<file path="config.mk">
export PLATFORM = sky130hd
export DESIGN_NAME = pcs_core
export DESIGN_NICKNAME = d
export VERILOG_FILES = /design/src/pcs_pkg.sv /design/src/pcs_core.sv
export VERILOG_INCLUDE_DIRS = /design/src
export SDC_FILE = /design/constraint.sdc
export NUM_CORES = 1
export LEC_CHECK = 0
export BUFFER_PORTS_ARGS = -buffer_cell sky130_fd_sc_hd__buf_2
export CAP_MARGIN = 25
export CORE_UTILIZATION = 43
export DETAILED_ROUTE_END_ITERATION = 10
export PLACE_DENSITY = 0.7
export SETUP_SLACK_MARGIN = 0.1
export SKIP_CTS_REPAIR_TIMING = 1
export SLEW_MARGIN = 0
export SYNTH_ARGS = -nofsm -noshare
export SYNTH_HDL_FRONTEND = slang
export SYNTH_SLANG_ARGS = --single-unit
export TNS_END_PERCENT = 50
</file>
<file path="constraint.sdc">
create_clock -name aclk -period 3.25 [get_ports aclk]
set_input_delay 0.4875 -clock aclk [delete_from_list [all_inputs] [get_ports aclk]]
set_output_delay 0.4875 -clock aclk [all_outputs]
set_load 0.02 [all_outputs]
</file>
<file path="src/pcs_cfg.svh">
`ifndef PCS_CFG_SVH
`define PCS_CFG_SVH
// register indices; byte address is index * 4
`define PCS_IDX_INDIRECT   6'h00
`define PCS_IDX_PC_LOW     6'h02
`define PCS_IDX_STATUS     6'h03
`define PCS_IDX_BANK_PTR   6'h04
`define PCS_IDX_PORT5      6'h05
`define PCS_IDX_PORT6      6'h06
`define PCS_IDX_PORT7      6'h07
`define PCS_IDX_CMP_STAT   6'h09
`define PCS_IDX_RAM_LO     6'h10
`define PCS_IDX_BANKED     6'h20
// status field positions, software-writable status mask and bank pointer bit
`define PCS_ST_RST         7
`define PCS_ST_SEG         6
`define PCS_ST_PAGE        5
`define PCS_ST_TOUT        4
`define PCS_ST_PDOWN       3
`define PCS_ST_ZERO        2
`define PCS_ST_HCARRY      1
`define PCS_ST_CARRY       0
`define PCS_ST_SW_MASK     8'h67
`define PCS_BANK_BIT       6
// reset values, port masks, RAM size and response codes
`define PCS_ST_RESET       8'h18
`define PCS_PC_RESET       11'h000
`define PCS_BYTE_RESET     8'h00
`define PCS_PORT5_SMALL    8'h3F
`define PCS_PORT7_MASK     8'h03
`define PCS_RAM_WORDS      80
`define PCS_RESP_OKAY      2'b00
`define PCS_RESP_SLVERR    2'b10
`endif

</file>
<file path="src/pcs_pkg.sv">
package pcs_pkg;
  typedef enum logic [3:0] {
    PCS_OP_STEP,
    PCS_OP_JUMP,
    PCS_OP_CALL,
    PCS_OP_RETURN,
    PCS_OP_ADD_PC,
    PCS_OP_MOV_PC,
    PCS_OP_WRITE_PC,
    PCS_OP_INT_ENTRY,
    PCS_OP_SLEEP,
    PCS_OP_WDT_CLEAR,
    PCS_OP_ALU
  } pcs_op_t;

  typedef struct packed {
    pcs_op_t    op;
    logic [9:0] operand;
    logic [7:0] acc;
    logic [7:0] value;
    logic       half_carry;
    logic       carry;
  } pcs_instr_t;

  typedef struct packed {
    logic wake;
    logic by_change;
    logic wdt_timeout;
  } pcs_wake_t;
endpackage : pcs_pkg

</file>
<file path="src/pcs_core.sv">
// Implementation choice: the AXI4-Lite register port.
`timescale 1ns/1ps
`default_nettype none
`include "pcs_cfg.svh"
module pcs_core #(
  parameter int STACK_DEPTH = 8,
  parameter bit SMALL_PORT5 = 1'b0
) (
  input  wire logic              aclk,
  input  wire logic              aresetn,
  input  wire logic [7:0]        s_axi_awaddr,
  input  wire logic              s_axi_awvalid,
  output var  logic              s_axi_awready,
  input  wire logic [31:0]       s_axi_wdata,
  input  wire logic [3:0]        s_axi_wstrb,
  input  wire logic              s_axi_wvalid,
  output var  logic              s_axi_wready,
  output var  logic [1:0]        s_axi_bresp,
  output var  logic              s_axi_bvalid,
  input  wire logic              s_axi_bready,
  input  wire logic [7:0]        s_axi_araddr,
  input  wire logic              s_axi_arvalid,
  output var  logic              s_axi_arready,
  output var  logic [31:0]       s_axi_rdata,
  output var  logic [1:0]        s_axi_rresp,
  output var  logic              s_axi_rvalid,
  input  wire logic              s_axi_rready,
  input  wire pcs_pkg::pcs_instr_t instr,
  input  wire logic              instr_valid,
  output var  logic              instr_ready,
  output var  logic [10:0]       rom_addr,
  input  wire pcs_pkg::pcs_wake_t wake_info,
  input  wire logic [3:0]        comparator_result,
  input  wire logic [2:0]        counter_overflow,
  output var  logic              control_segment_select,
  output var  logic [7:0]        port_five_out,
  output var  logic [7:0]        port_six_out,
  output var  logic [1:0]        port_seven_out
);
  import pcs_pkg::*;
  localparam int SPW = $clog2(STACK_DEPTH);
  initial begin
    if (STACK_DEPTH < 2 || (1 << SPW) != STACK_DEPTH) begin
      $error("stack depth must be a power of two of at least 2");
    end
  end
  logic [10:0]   pc_ff;
  logic [10:0]   nxt_pc;
  logic [10:0]   stack_ff [STACK_DEPTH];
  logic [SPW-1:0] sp_ff;
  logic          ready_ff;
  logic [7:0]    status_ff;
  logic [7:0]    nxt_status;
  logic [6:0]    bank_ptr_ff;
  logic [7:0]    port5_ff;
  logic [7:0]    port6_ff;
  logic [1:0]    port7_ff;
  logic [2:0]    ovf_ff;
  logic [3:0]    cmp_meta_ff;
  logic [3:0]    cmp_ff;
  logic [7:0]    ram_ff [`PCS_RAM_WORDS];
  logic          push;
  logic          pop;
  logic          pc_changed;
  // comparator levels come from analog pins
  always_ff @(posedge aclk) begin
    if (!aresetn) begin
      cmp_meta_ff <= 4'h0;
      cmp_ff      <= 4'h0;
    end else begin
      cmp_meta_ff <= comparator_result;
      cmp_ff      <= cmp_meta_ff;
    end
  end
  logic        aw_have_ff;
  logic        w_have_ff;
  logic [5:0]  aw_idx_ff;
  logic        aw_bad_ff;
  logic [7:0]  w_byte_ff;
  logic        w_lane_ff;
  logic        awready_ff;
  logic        wready_ff;
  logic        bvalid_ff;
  logic [1:0]  bresp_ff;
  logic        arready_ff;
  logic        rvalid_ff;
  logic [1:0]  rresp_ff;
  logic [7:0]  rbyte_ff;
  wire aw_take = s_axi_awvalid && awready_ff;
  wire w_take  = s_axi_wvalid && wready_ff;
  wire ar_take = s_axi_arvalid && arready_ff;
  wire wr_fire = aw_have_ff && w_have_ff && !bvalid_ff;
  function automatic logic [5:0] eff_addr(input logic [5:0] a, input logic [6:0] ptr);
    eff_addr = (a == `PCS_IDX_INDIRECT) ? ptr[5:0] : a;
  endfunction : eff_addr
  // bank 1 sits 32 words above bank 0
  function automatic logic [6:0] ram_index(input logic [5:0] a, input logic bank);
    if (a < `PCS_IDX_BANKED) begin
      ram_index = {1'b0, a} - 7'h10;
    end else begin
      ram_index = 7'h10 + {1'b0, bank, 5'h00} - 7'h20 + {1'b0, a};
    end
  endfunction : ram_index
  wire [5:0] wr_eff   = eff_addr(aw_idx_ff, bank_ptr_ff);
  wire [5:0] rd_eff   = eff_addr(s_axi_araddr[7:2], bank_ptr_ff);
  wire [6:0] wr_ram   = ram_index(wr_eff, bank_ptr_ff[`PCS_BANK_BIT]);
  wire [6:0] rd_ram   = ram_index(rd_eff, bank_ptr_ff[`PCS_BANK_BIT]);
  wire       wr_is_ram = wr_eff >= `PCS_IDX_RAM_LO;
  wire       rd_is_ram = rd_eff >= `PCS_IDX_RAM_LO;
  wire       rd_bad   = s_axi_araddr[1:0] != 2'b00;
  function automatic logic mapped(input logic [5:0] a);
    mapped = (a >= `PCS_IDX_PC_LOW && a <= `PCS_IDX_PORT7) ||
             a == `PCS_IDX_CMP_STAT || a >= `PCS_IDX_RAM_LO || a == `PCS_IDX_INDIRECT;
  endfunction : mapped
  wire wr_ok  = wr_fire && !aw_bad_ff && mapped(aw_idx_ff) && w_lane_ff;
  wire wr_hit = wr_ok && wr_eff != `PCS_IDX_INDIRECT;
  wire sw_pc  = wr_hit && wr_eff == `PCS_IDX_PC_LOW;
  wire sw_st  = wr_hit && wr_eff == `PCS_IDX_STATUS;
  wire sw_cs  = wr_hit && wr_eff == `PCS_IDX_CMP_STAT;
  logic [7:0] rd_val;
  always_comb begin
    rd_val = `PCS_BYTE_RESET;
    if (rd_is_ram) begin
      rd_val = ram_ff[rd_ram];
    end else begin
      unique case (rd_eff)
        `PCS_IDX_PC_LOW:   rd_val = pc_ff[7:0];
        `PCS_IDX_STATUS:   rd_val = status_ff;
        `PCS_IDX_BANK_PTR: rd_val = {1'b0, bank_ptr_ff};
        `PCS_IDX_PORT5:    rd_val = port5_ff;
        `PCS_IDX_PORT6:    rd_val = port6_ff;
        `PCS_IDX_PORT7:    rd_val = {6'h00, port7_ff};
        `PCS_IDX_CMP_STAT: rd_val = {cmp_ff, 1'b0, ovf_ff};
        default:           rd_val = `PCS_BYTE_RESET;
      endcase
    end
  end
  always_ff @(posedge aclk) begin
    if (!aresetn) begin
      aw_have_ff <= 1'b0;
      w_have_ff  <= 1'b0;
      aw_idx_ff  <= 6'h00;
      aw_bad_ff  <= 1'b0;
      w_byte_ff  <= 8'h00;
      w_lane_ff  <= 1'b0;
      awready_ff <= 1'b1;
      wready_ff  <= 1'b1;
      bvalid_ff  <= 1'b0;
      bresp_ff   <= `PCS_RESP_OKAY;
    end else begin
      if (aw_take) begin
        aw_have_ff <= 1'b1;
        awready_ff <= 1'b0;
        aw_idx_ff  <= s_axi_awaddr[7:2];
        aw_bad_ff  <= s_axi_awaddr[1:0] != 2'b00;
      end
      if (w_take) begin
        w_have_ff <= 1'b1;
        wready_ff <= 1'b0;
        w_byte_ff <= s_axi_wdata[7:0];
        w_lane_ff <= s_axi_wstrb[0];
      end
      if (wr_fire) begin
        bvalid_ff <= 1'b1;
        bresp_ff  <= (!aw_bad_ff && mapped(aw_idx_ff)) ? `PCS_RESP_OKAY : `PCS_RESP_SLVERR;
      end
      if (bvalid_ff && s_axi_bready) begin
        bvalid_ff  <= 1'b0;
        aw_have_ff <= 1'b0;
        w_have_ff  <= 1'b0;
        awready_ff <= 1'b1;
        wready_ff  <= 1'b1;
      end
    end
  end
  always_ff @(posedge aclk) begin
    if (!aresetn) begin
      arready_ff <= 1'b1;
      rvalid_ff  <= 1'b0;
      rresp_ff   <= `PCS_RESP_OKAY;
      rbyte_ff   <= `PCS_BYTE_RESET;
    end else if (ar_take) begin
      arready_ff <= 1'b0;
      rvalid_ff  <= 1'b1;
      rbyte_ff   <= rd_val;
      rresp_ff   <= (!rd_bad && mapped(s_axi_araddr[7:2])) ? `PCS_RESP_OKAY : `PCS_RESP_SLVERR;
    end else if (rvalid_ff && s_axi_rready) begin
      rvalid_ff  <= 1'b0;
      arready_ff <= 1'b1;
    end
  end
  wire       exec = instr_valid && ready_ff;
  wire [10:0] pc_inc = pc_ff + 11'h001;
  wire [10:0] pc_sum = pc_ff + {3'b000, instr.acc};
  wire       page   = status_ff[`PCS_ST_PAGE];
  always_comb begin
    nxt_pc     = pc_ff;
    push       = 1'b0;
    pop        = 1'b0;
    pc_changed = 1'b0;
    if (exec) begin
      unique case (instr.op)
        PCS_OP_JUMP: begin
          nxt_pc     = {page, instr.operand};
          pc_changed = 1'b1;
        end
        PCS_OP_CALL: begin
          nxt_pc     = {page, instr.operand};
          push       = 1'b1;
          pc_changed = 1'b1;
        end
        PCS_OP_RETURN: begin
          nxt_pc     = stack_ff[sp_ff - SPW'(1)];
          pop        = 1'b1;
          pc_changed = 1'b1;
        end
        // add, then clear bits 8 and 9
        PCS_OP_ADD_PC: begin
          nxt_pc     = {page, 2'b00, pc_sum[7:0]};
          pc_changed = 1'b1;
        end
        PCS_OP_MOV_PC: begin
          nxt_pc     = {page, 2'b00, instr.acc};
          pc_changed = 1'b1;
        end
        PCS_OP_WRITE_PC: begin
          nxt_pc     = {page, 2'b00, instr.value};
          pc_changed = 1'b1;
        end
        PCS_OP_INT_ENTRY: begin
          nxt_pc     = {1'b0, instr.operand};
          push       = 1'b1;
          pc_changed = 1'b1;
        end
        default: nxt_pc = pc_inc;
      endcase
    end else if (sw_pc) begin
      nxt_pc     = {page, 2'b00, w_byte_ff};
      pc_changed = 1'b1;
    end
  end
  always_ff @(posedge aclk) begin
    if (!aresetn) begin
      pc_ff    <= `PCS_PC_RESET;
      ready_ff <= 1'b1;
    end else begin
      pc_ff    <= nxt_pc;
      ready_ff <= !pc_changed;
    end
  end
  always_ff @(posedge aclk) begin
    if (!aresetn) begin
      sp_ff <= '0;
    end else if (push) begin
      sp_ff <= sp_ff + SPW'(1);
    end else if (pop) begin
      sp_ff <= sp_ff - SPW'(1);
    end
  end
  for (genvar gi = 0; gi < STACK_DEPTH; gi++) begin : g_stack
    always_ff @(posedge aclk) begin
      if (!aresetn) begin
        stack_ff[gi] <= `PCS_PC_RESET;
      end else if (push && sp_ff == SPW'(gi)) begin
        stack_ff[gi] <= pc_inc;
      end
    end
  end
  wire op_sleep = exec && instr.op == PCS_OP_SLEEP;
  wire op_watchdog_clear_instruction  = exec && instr.op == PCS_OP_WDT_CLEAR;
  wire op_alu   = exec && instr.op == PCS_OP_ALU;
  always_comb begin
    nxt_status = status_ff;
    if (sw_st) begin
      nxt_status = (status_ff & ~`PCS_ST_SW_MASK) | (w_byte_ff & `PCS_ST_SW_MASK);
    end
    if (op_alu) begin
      nxt_status[`PCS_ST_ZERO]   = instr.value == 8'h00;
      nxt_status[`PCS_ST_HCARRY] = instr.half_carry;
      nxt_status[`PCS_ST_CARRY]  = instr.carry;
    end
    if (wake_info.wake) begin
      nxt_status[`PCS_ST_RST] = wake_info.by_change;
    end
    if (wake_info.wdt_timeout) begin
      nxt_status[`PCS_ST_TOUT] = 1'b0;
    end
    if (op_sleep || op_watchdog_clear_instruction) begin
      nxt_status[`PCS_ST_TOUT] = 1'b1;
    end
    if (op_sleep) begin
      nxt_status[`PCS_ST_PDOWN] = 1'b0;
    end else if (op_watchdog_clear_instruction) begin
      nxt_status[`PCS_ST_PDOWN] = 1'b1;
    end
  end
  always_ff @(posedge aclk) begin
    if (!aresetn) begin
      status_ff <= `PCS_ST_RESET;
    end else begin
      status_ff <= nxt_status;
    end
  end
  always_ff @(posedge aclk) begin
    if (!aresetn) begin
      ovf_ff <= 3'b000;
    end else if (sw_cs) begin
      ovf_ff <= (ovf_ff & w_byte_ff[2:0]) | counter_overflow;
    end else begin
      ovf_ff <= ovf_ff | counter_overflow;
    end
  end
  wire [7:0] p5_mask = SMALL_PORT5 ? `PCS_PORT5_SMALL : 8'hFF;
  always_ff @(posedge aclk) begin
    if (!aresetn) begin
      bank_ptr_ff <= 7'h00;
      port5_ff    <= `PCS_BYTE_RESET;
      port6_ff    <= `PCS_BYTE_RESET;
      port7_ff    <= 2'b00;
    end else if (wr_hit) begin
      unique case (wr_eff)
        `PCS_IDX_BANK_PTR: bank_ptr_ff <= w_byte_ff[6:0];
        `PCS_IDX_PORT5:    port5_ff <= w_byte_ff & p5_mask;
        `PCS_IDX_PORT6:    port6_ff <= w_byte_ff;
        `PCS_IDX_PORT7:    port7_ff <= 2'(w_byte_ff & `PCS_PORT7_MASK);
        default:           bank_ptr_ff <= bank_ptr_ff;
      endcase
    end
  end
  // general registers hold no reset value
  always_ff @(posedge aclk) begin
    if (wr_hit && wr_is_ram) begin
      ram_ff[wr_ram] <= w_byte_ff;
    end
  end
  assign s_axi_awready          = awready_ff;
  assign s_axi_wready           = wready_ff;
  assign s_axi_bvalid           = bvalid_ff;
  assign s_axi_bresp            = bresp_ff;
  assign s_axi_arready          = arready_ff;
  assign s_axi_rvalid           = rvalid_ff;
  assign s_axi_rresp            = rresp_ff;
  assign s_axi_rdata            = {24'h00_0000, rbyte_ff};
  assign instr_ready            = ready_ff;
  assign rom_addr               = pc_ff;
  assign control_segment_select = status_ff[`PCS_ST_SEG];
  assign port_five_out          = port5_ff;
  assign port_six_out           = port6_ff;
  assign port_seven_out         = port7_ff;
endmodule : pcs_core
`default_nettype wire

</file>
==> results_dict.tcl <==
set metrics [dict create \
    ios 174 \
    drt_wl_total_mm 89.6 \
    worstPathArrival_ps 3380 \
    antenna_found_initial 1 \
    avgRoutedWirePerCell_um 24.9 \
    synthArstFlopShare 0 \
    p_leak_nw 13.7 \
    path_cells "nor3_1, a41oi_1, inv_1, fa_1, xor2_1, and3_1, nand2_1, nor2_1, buf_4" \
    grt_overflow 0 \
    drive_gt1_frac 0.293 \
    endpoint "ram_ff[53][7]" \
    cpPeakStageDelay_ps 460 \
    crit_path_start_kind "flop" \
    grt_use_total 0.222 \
    synth_top_cell_area_share 0.643 \
    crit_cells 9 \
    postPlaceCellArea_sq_um 37600 \
    fin_util 0.517 \
    fin_tns_setup_ps 0 \
    powerDensity_nw_per_um2 561 \
    max_slew_margin 0.281 \
    fillers 6221 \
    finalNetCount 2617 \
    synthFlopType "edfxtp_1" \
    r2r_slack_ps 210 \
    rows 102 \
    wl_met2_mm 43.6 \
    vdd_drop_max_mv 0.436 \
    synthDistinctLibCells 74 \
    max_cap_violations 0 \
    die-area_sq_um 80200 \
    via_count 21100 \
    maxSlewViolCount 0 \
    finalSetupViolations 0 \
    synth_area_sq_um 34000 \
    htree_num_levels 3 \
    cts.sinks 820 \
    finalNonFillerCells 3605 \
    period_share 0.935 \
    synth_seq_cells 820 \
    critPathLaunch "aw_idx_ff[3]" \
    antenna_left 0 \
    top_layer "met4" \
    drtIter0Drc 2501 \
    fin_crit_ps 3040 \
    max_freq_mhz 329 \
    worst-path-max-fanout 8 \
    dp_slack_ps -173 \
    hold_path.class "in2reg" \
    worst_slack_ps 213 \
    r2r_end "ram_ff[53][7]" \
    reg2reg_from "aw_idx_ff[3]" \
    drc_errors 0 \
    rsz0062_at_grt "true" \
    initial_core_util 0.437 \
    status "finished clean" \
    yosysWarnings 0 \
    dr.pass1.iters 8 \
    die_x_um 283 \
    critPathSlowestCell "fa_1" \
    synth-edff-count 728 \
    synth.top_cells.by_area "edfxtp_1 (64%), mux4_2 (9.4%), dfxtp_1 (5.4%), nor2_1 (2.6%), mux2_2 (2.2%)" \
    place_hpwl_mm 59.2 \
    timing.critical_path.buf_inv 2 \
    grt_max_degree 89 \
    end_kind "flop" \
    grt_pass1_vias 21100 \
    root_buffer "clkbuf_16" \
    port-buffer-count 120 \
    synth_area_per_cell_sq_um 15.9 \
    r2r_cells 9 \
    synthCells 2133 \
    cts_tree "done" \
    cts_made_buffers 83 \
    fin_area_sq_um 40300 \
    wl_met3_mm 7.49 \
    yosysSeqAreaShare 0.697 \
    die_h_um 283 \
    grt_pass1_wl_mm 135 \
    worst_pin_slew_ps 1080 \
    core_sq_um 77800 \
    crit_family "simple AND/OR/NAND/NOR gates" \
    cts_buffer_depth 3 \
    finalHoldViolations 0 \
    finalClockSkew_ps 22.8 \
    detail_route.vias_per_cell 5.86 \
    path_class "reg2reg" \
    drt-met1-wl_mm 35.9 \
    area_growth_pct 18.5 \
    placed_cells 3450 \
    path_clk_slew_ps 60 \
    crit_required_ps 3590 \
    synth_top_area_cell "edfxtp_1" \
    gp_congestion 0.907 \
    clk_latency_ps 630 \
]
## cell usage after synthesis, types with 42 or more instances
| library cell | n |
|---|---|
| nor2_1 | 233 |
| mux2_2 | 67 |
| mux2i_1 | 46 |
| a22oi_1 | 66 |
| a21oi_1 | 73 |
| buf_4 | 42 |
| clkbuf_1 | 60 |
| dfxtp_1 | 92 |
| nand2_1 | 151 |
| mux4_2 | 142 |
| nand3_1 | 53 |
| edfxtp_1 | 728 |
## layout make-up
class / instances / area [sq um] / share of cell area
flip-flops and latches: 820 / 23700 / 0.589
multi-input cells: 1173 / 9600 / 0.238
inverters: 26 / 97.6 / 0.00242
clock buffers: 107 / 2280 / 0.0567
repair buffers: 393 / 2890 / 0.0718
clock inverters: 45 / 367 / 0.00910
diodes: 1 / 2.50 / 0.0000621
well taps: 1040 / 1300 / 0.0323
## report_power, final
| part | internal (mW) | switching (mW) | leakage (nW) | total, mW |
|---|---|---|---|---|
| registers | 11.6 | 0.151 | 7.38 | 11.7 |
| logic | 0.652 | 1.00 | 5.07 | 1.65 |
| clock network | 5.30 | 3.95 | 1.28 | 9.24 |
## stage by stage
step,power (mW),hold WS (ps)
after floorplan,12.8,412
after global placement,13.5,423
after detailed placement,13.5,428
after CTS,22.7,43.4
after global routing,23.3,56.9
final,22.6,71.9
## cell families (layout without fill, tap and decap cells)
group | count (synthesis) | in the layout | synth area share
flip-flops | 820 | 820 | 0.697
other | 1 | 27 | 0.000110
adder cells (fa/ha/maj) | 18 | 18 | 0.00729
AO/OA/AOI/OAI | 313 | 313 | 0.0648
multiplexers | 255 | 255 | 0.130
XOR/XNOR | 22 | 22 | 0.00567
AND/OR/NAND/NOR | 539 | 539 | 0.0699
buffers and inverters | 165 | 571 | 0.0250
## sequential cells by signal, indices dropped and copies added (netlist names), 7 cells and up
signal         cells
port_five_out      8
rom_addr          11
stack_ff          88
port_six_out       8
status_ff          8
bank_ptr_ff        7
w_byte_ff          8
rbyte_ff           8
ram_ff           640
## worst register-to-register path: stages (launching register included)
cell     delay, ps
dfxtp_1        440
nor3_1         120
a41oi_1        300
inv_1          160
fa_1           460
xor2_1         180
and3_1         290
nand2_1        300
nor2_1         310
buf_4          200
## metal layers
| layer | up-vias | track usage |
|---|---|---|
| met5 | - | 0 |
| met4 | 0 | 0.0739 |
| met3 | 180 | 0.0330 |
| met2 | 1092 | 0.361 |
| met1 | 10800 | 0.308 |
| li1 | 9090 | - |
## cells in the final DEF (no fill, tap or decap), drive strengths merged, types with 7 or more instances in the layout
cell	n
o21ai	41
nor3	19
a31oi	18
a21oi	73
ha	15
edfxtp	728
nand3	53
mux2	67
nand2	151
and2	13
xor2	10
conb	26
and3	7
o211ai	7
a32oi	8
xnor2	12
nor2b	10
dfxtp	92
a22oi	66
mux2i	46
nor2	233
mux4	142
nand4	19
buf	393
clkinv	33
clkbuf	107
a221oi	20
inv	28
## how the worst min path moves through the flow
stage / from / endpoint / slack [ps] / depth (start not counted)
floorplan: cmp_meta_ff[0] / cmp_ff[0] / 410 / 1
global placement: cmp_meta_ff[0] / cmp_ff[0] / 420 / 1
detailed placement: cmp_meta_ff[0] / cmp_ff[0] / 430 / 1
CTS: comparator_result[0] / cmp_meta_ff[0] / 40 / 2
global route: comparator_result[0] / cmp_meta_ff[0] / 60 / 2
finish: comparator_result[0] / cmp_meta_ff[0] / 70 / 2
Power figures use the tool's default switching activity.
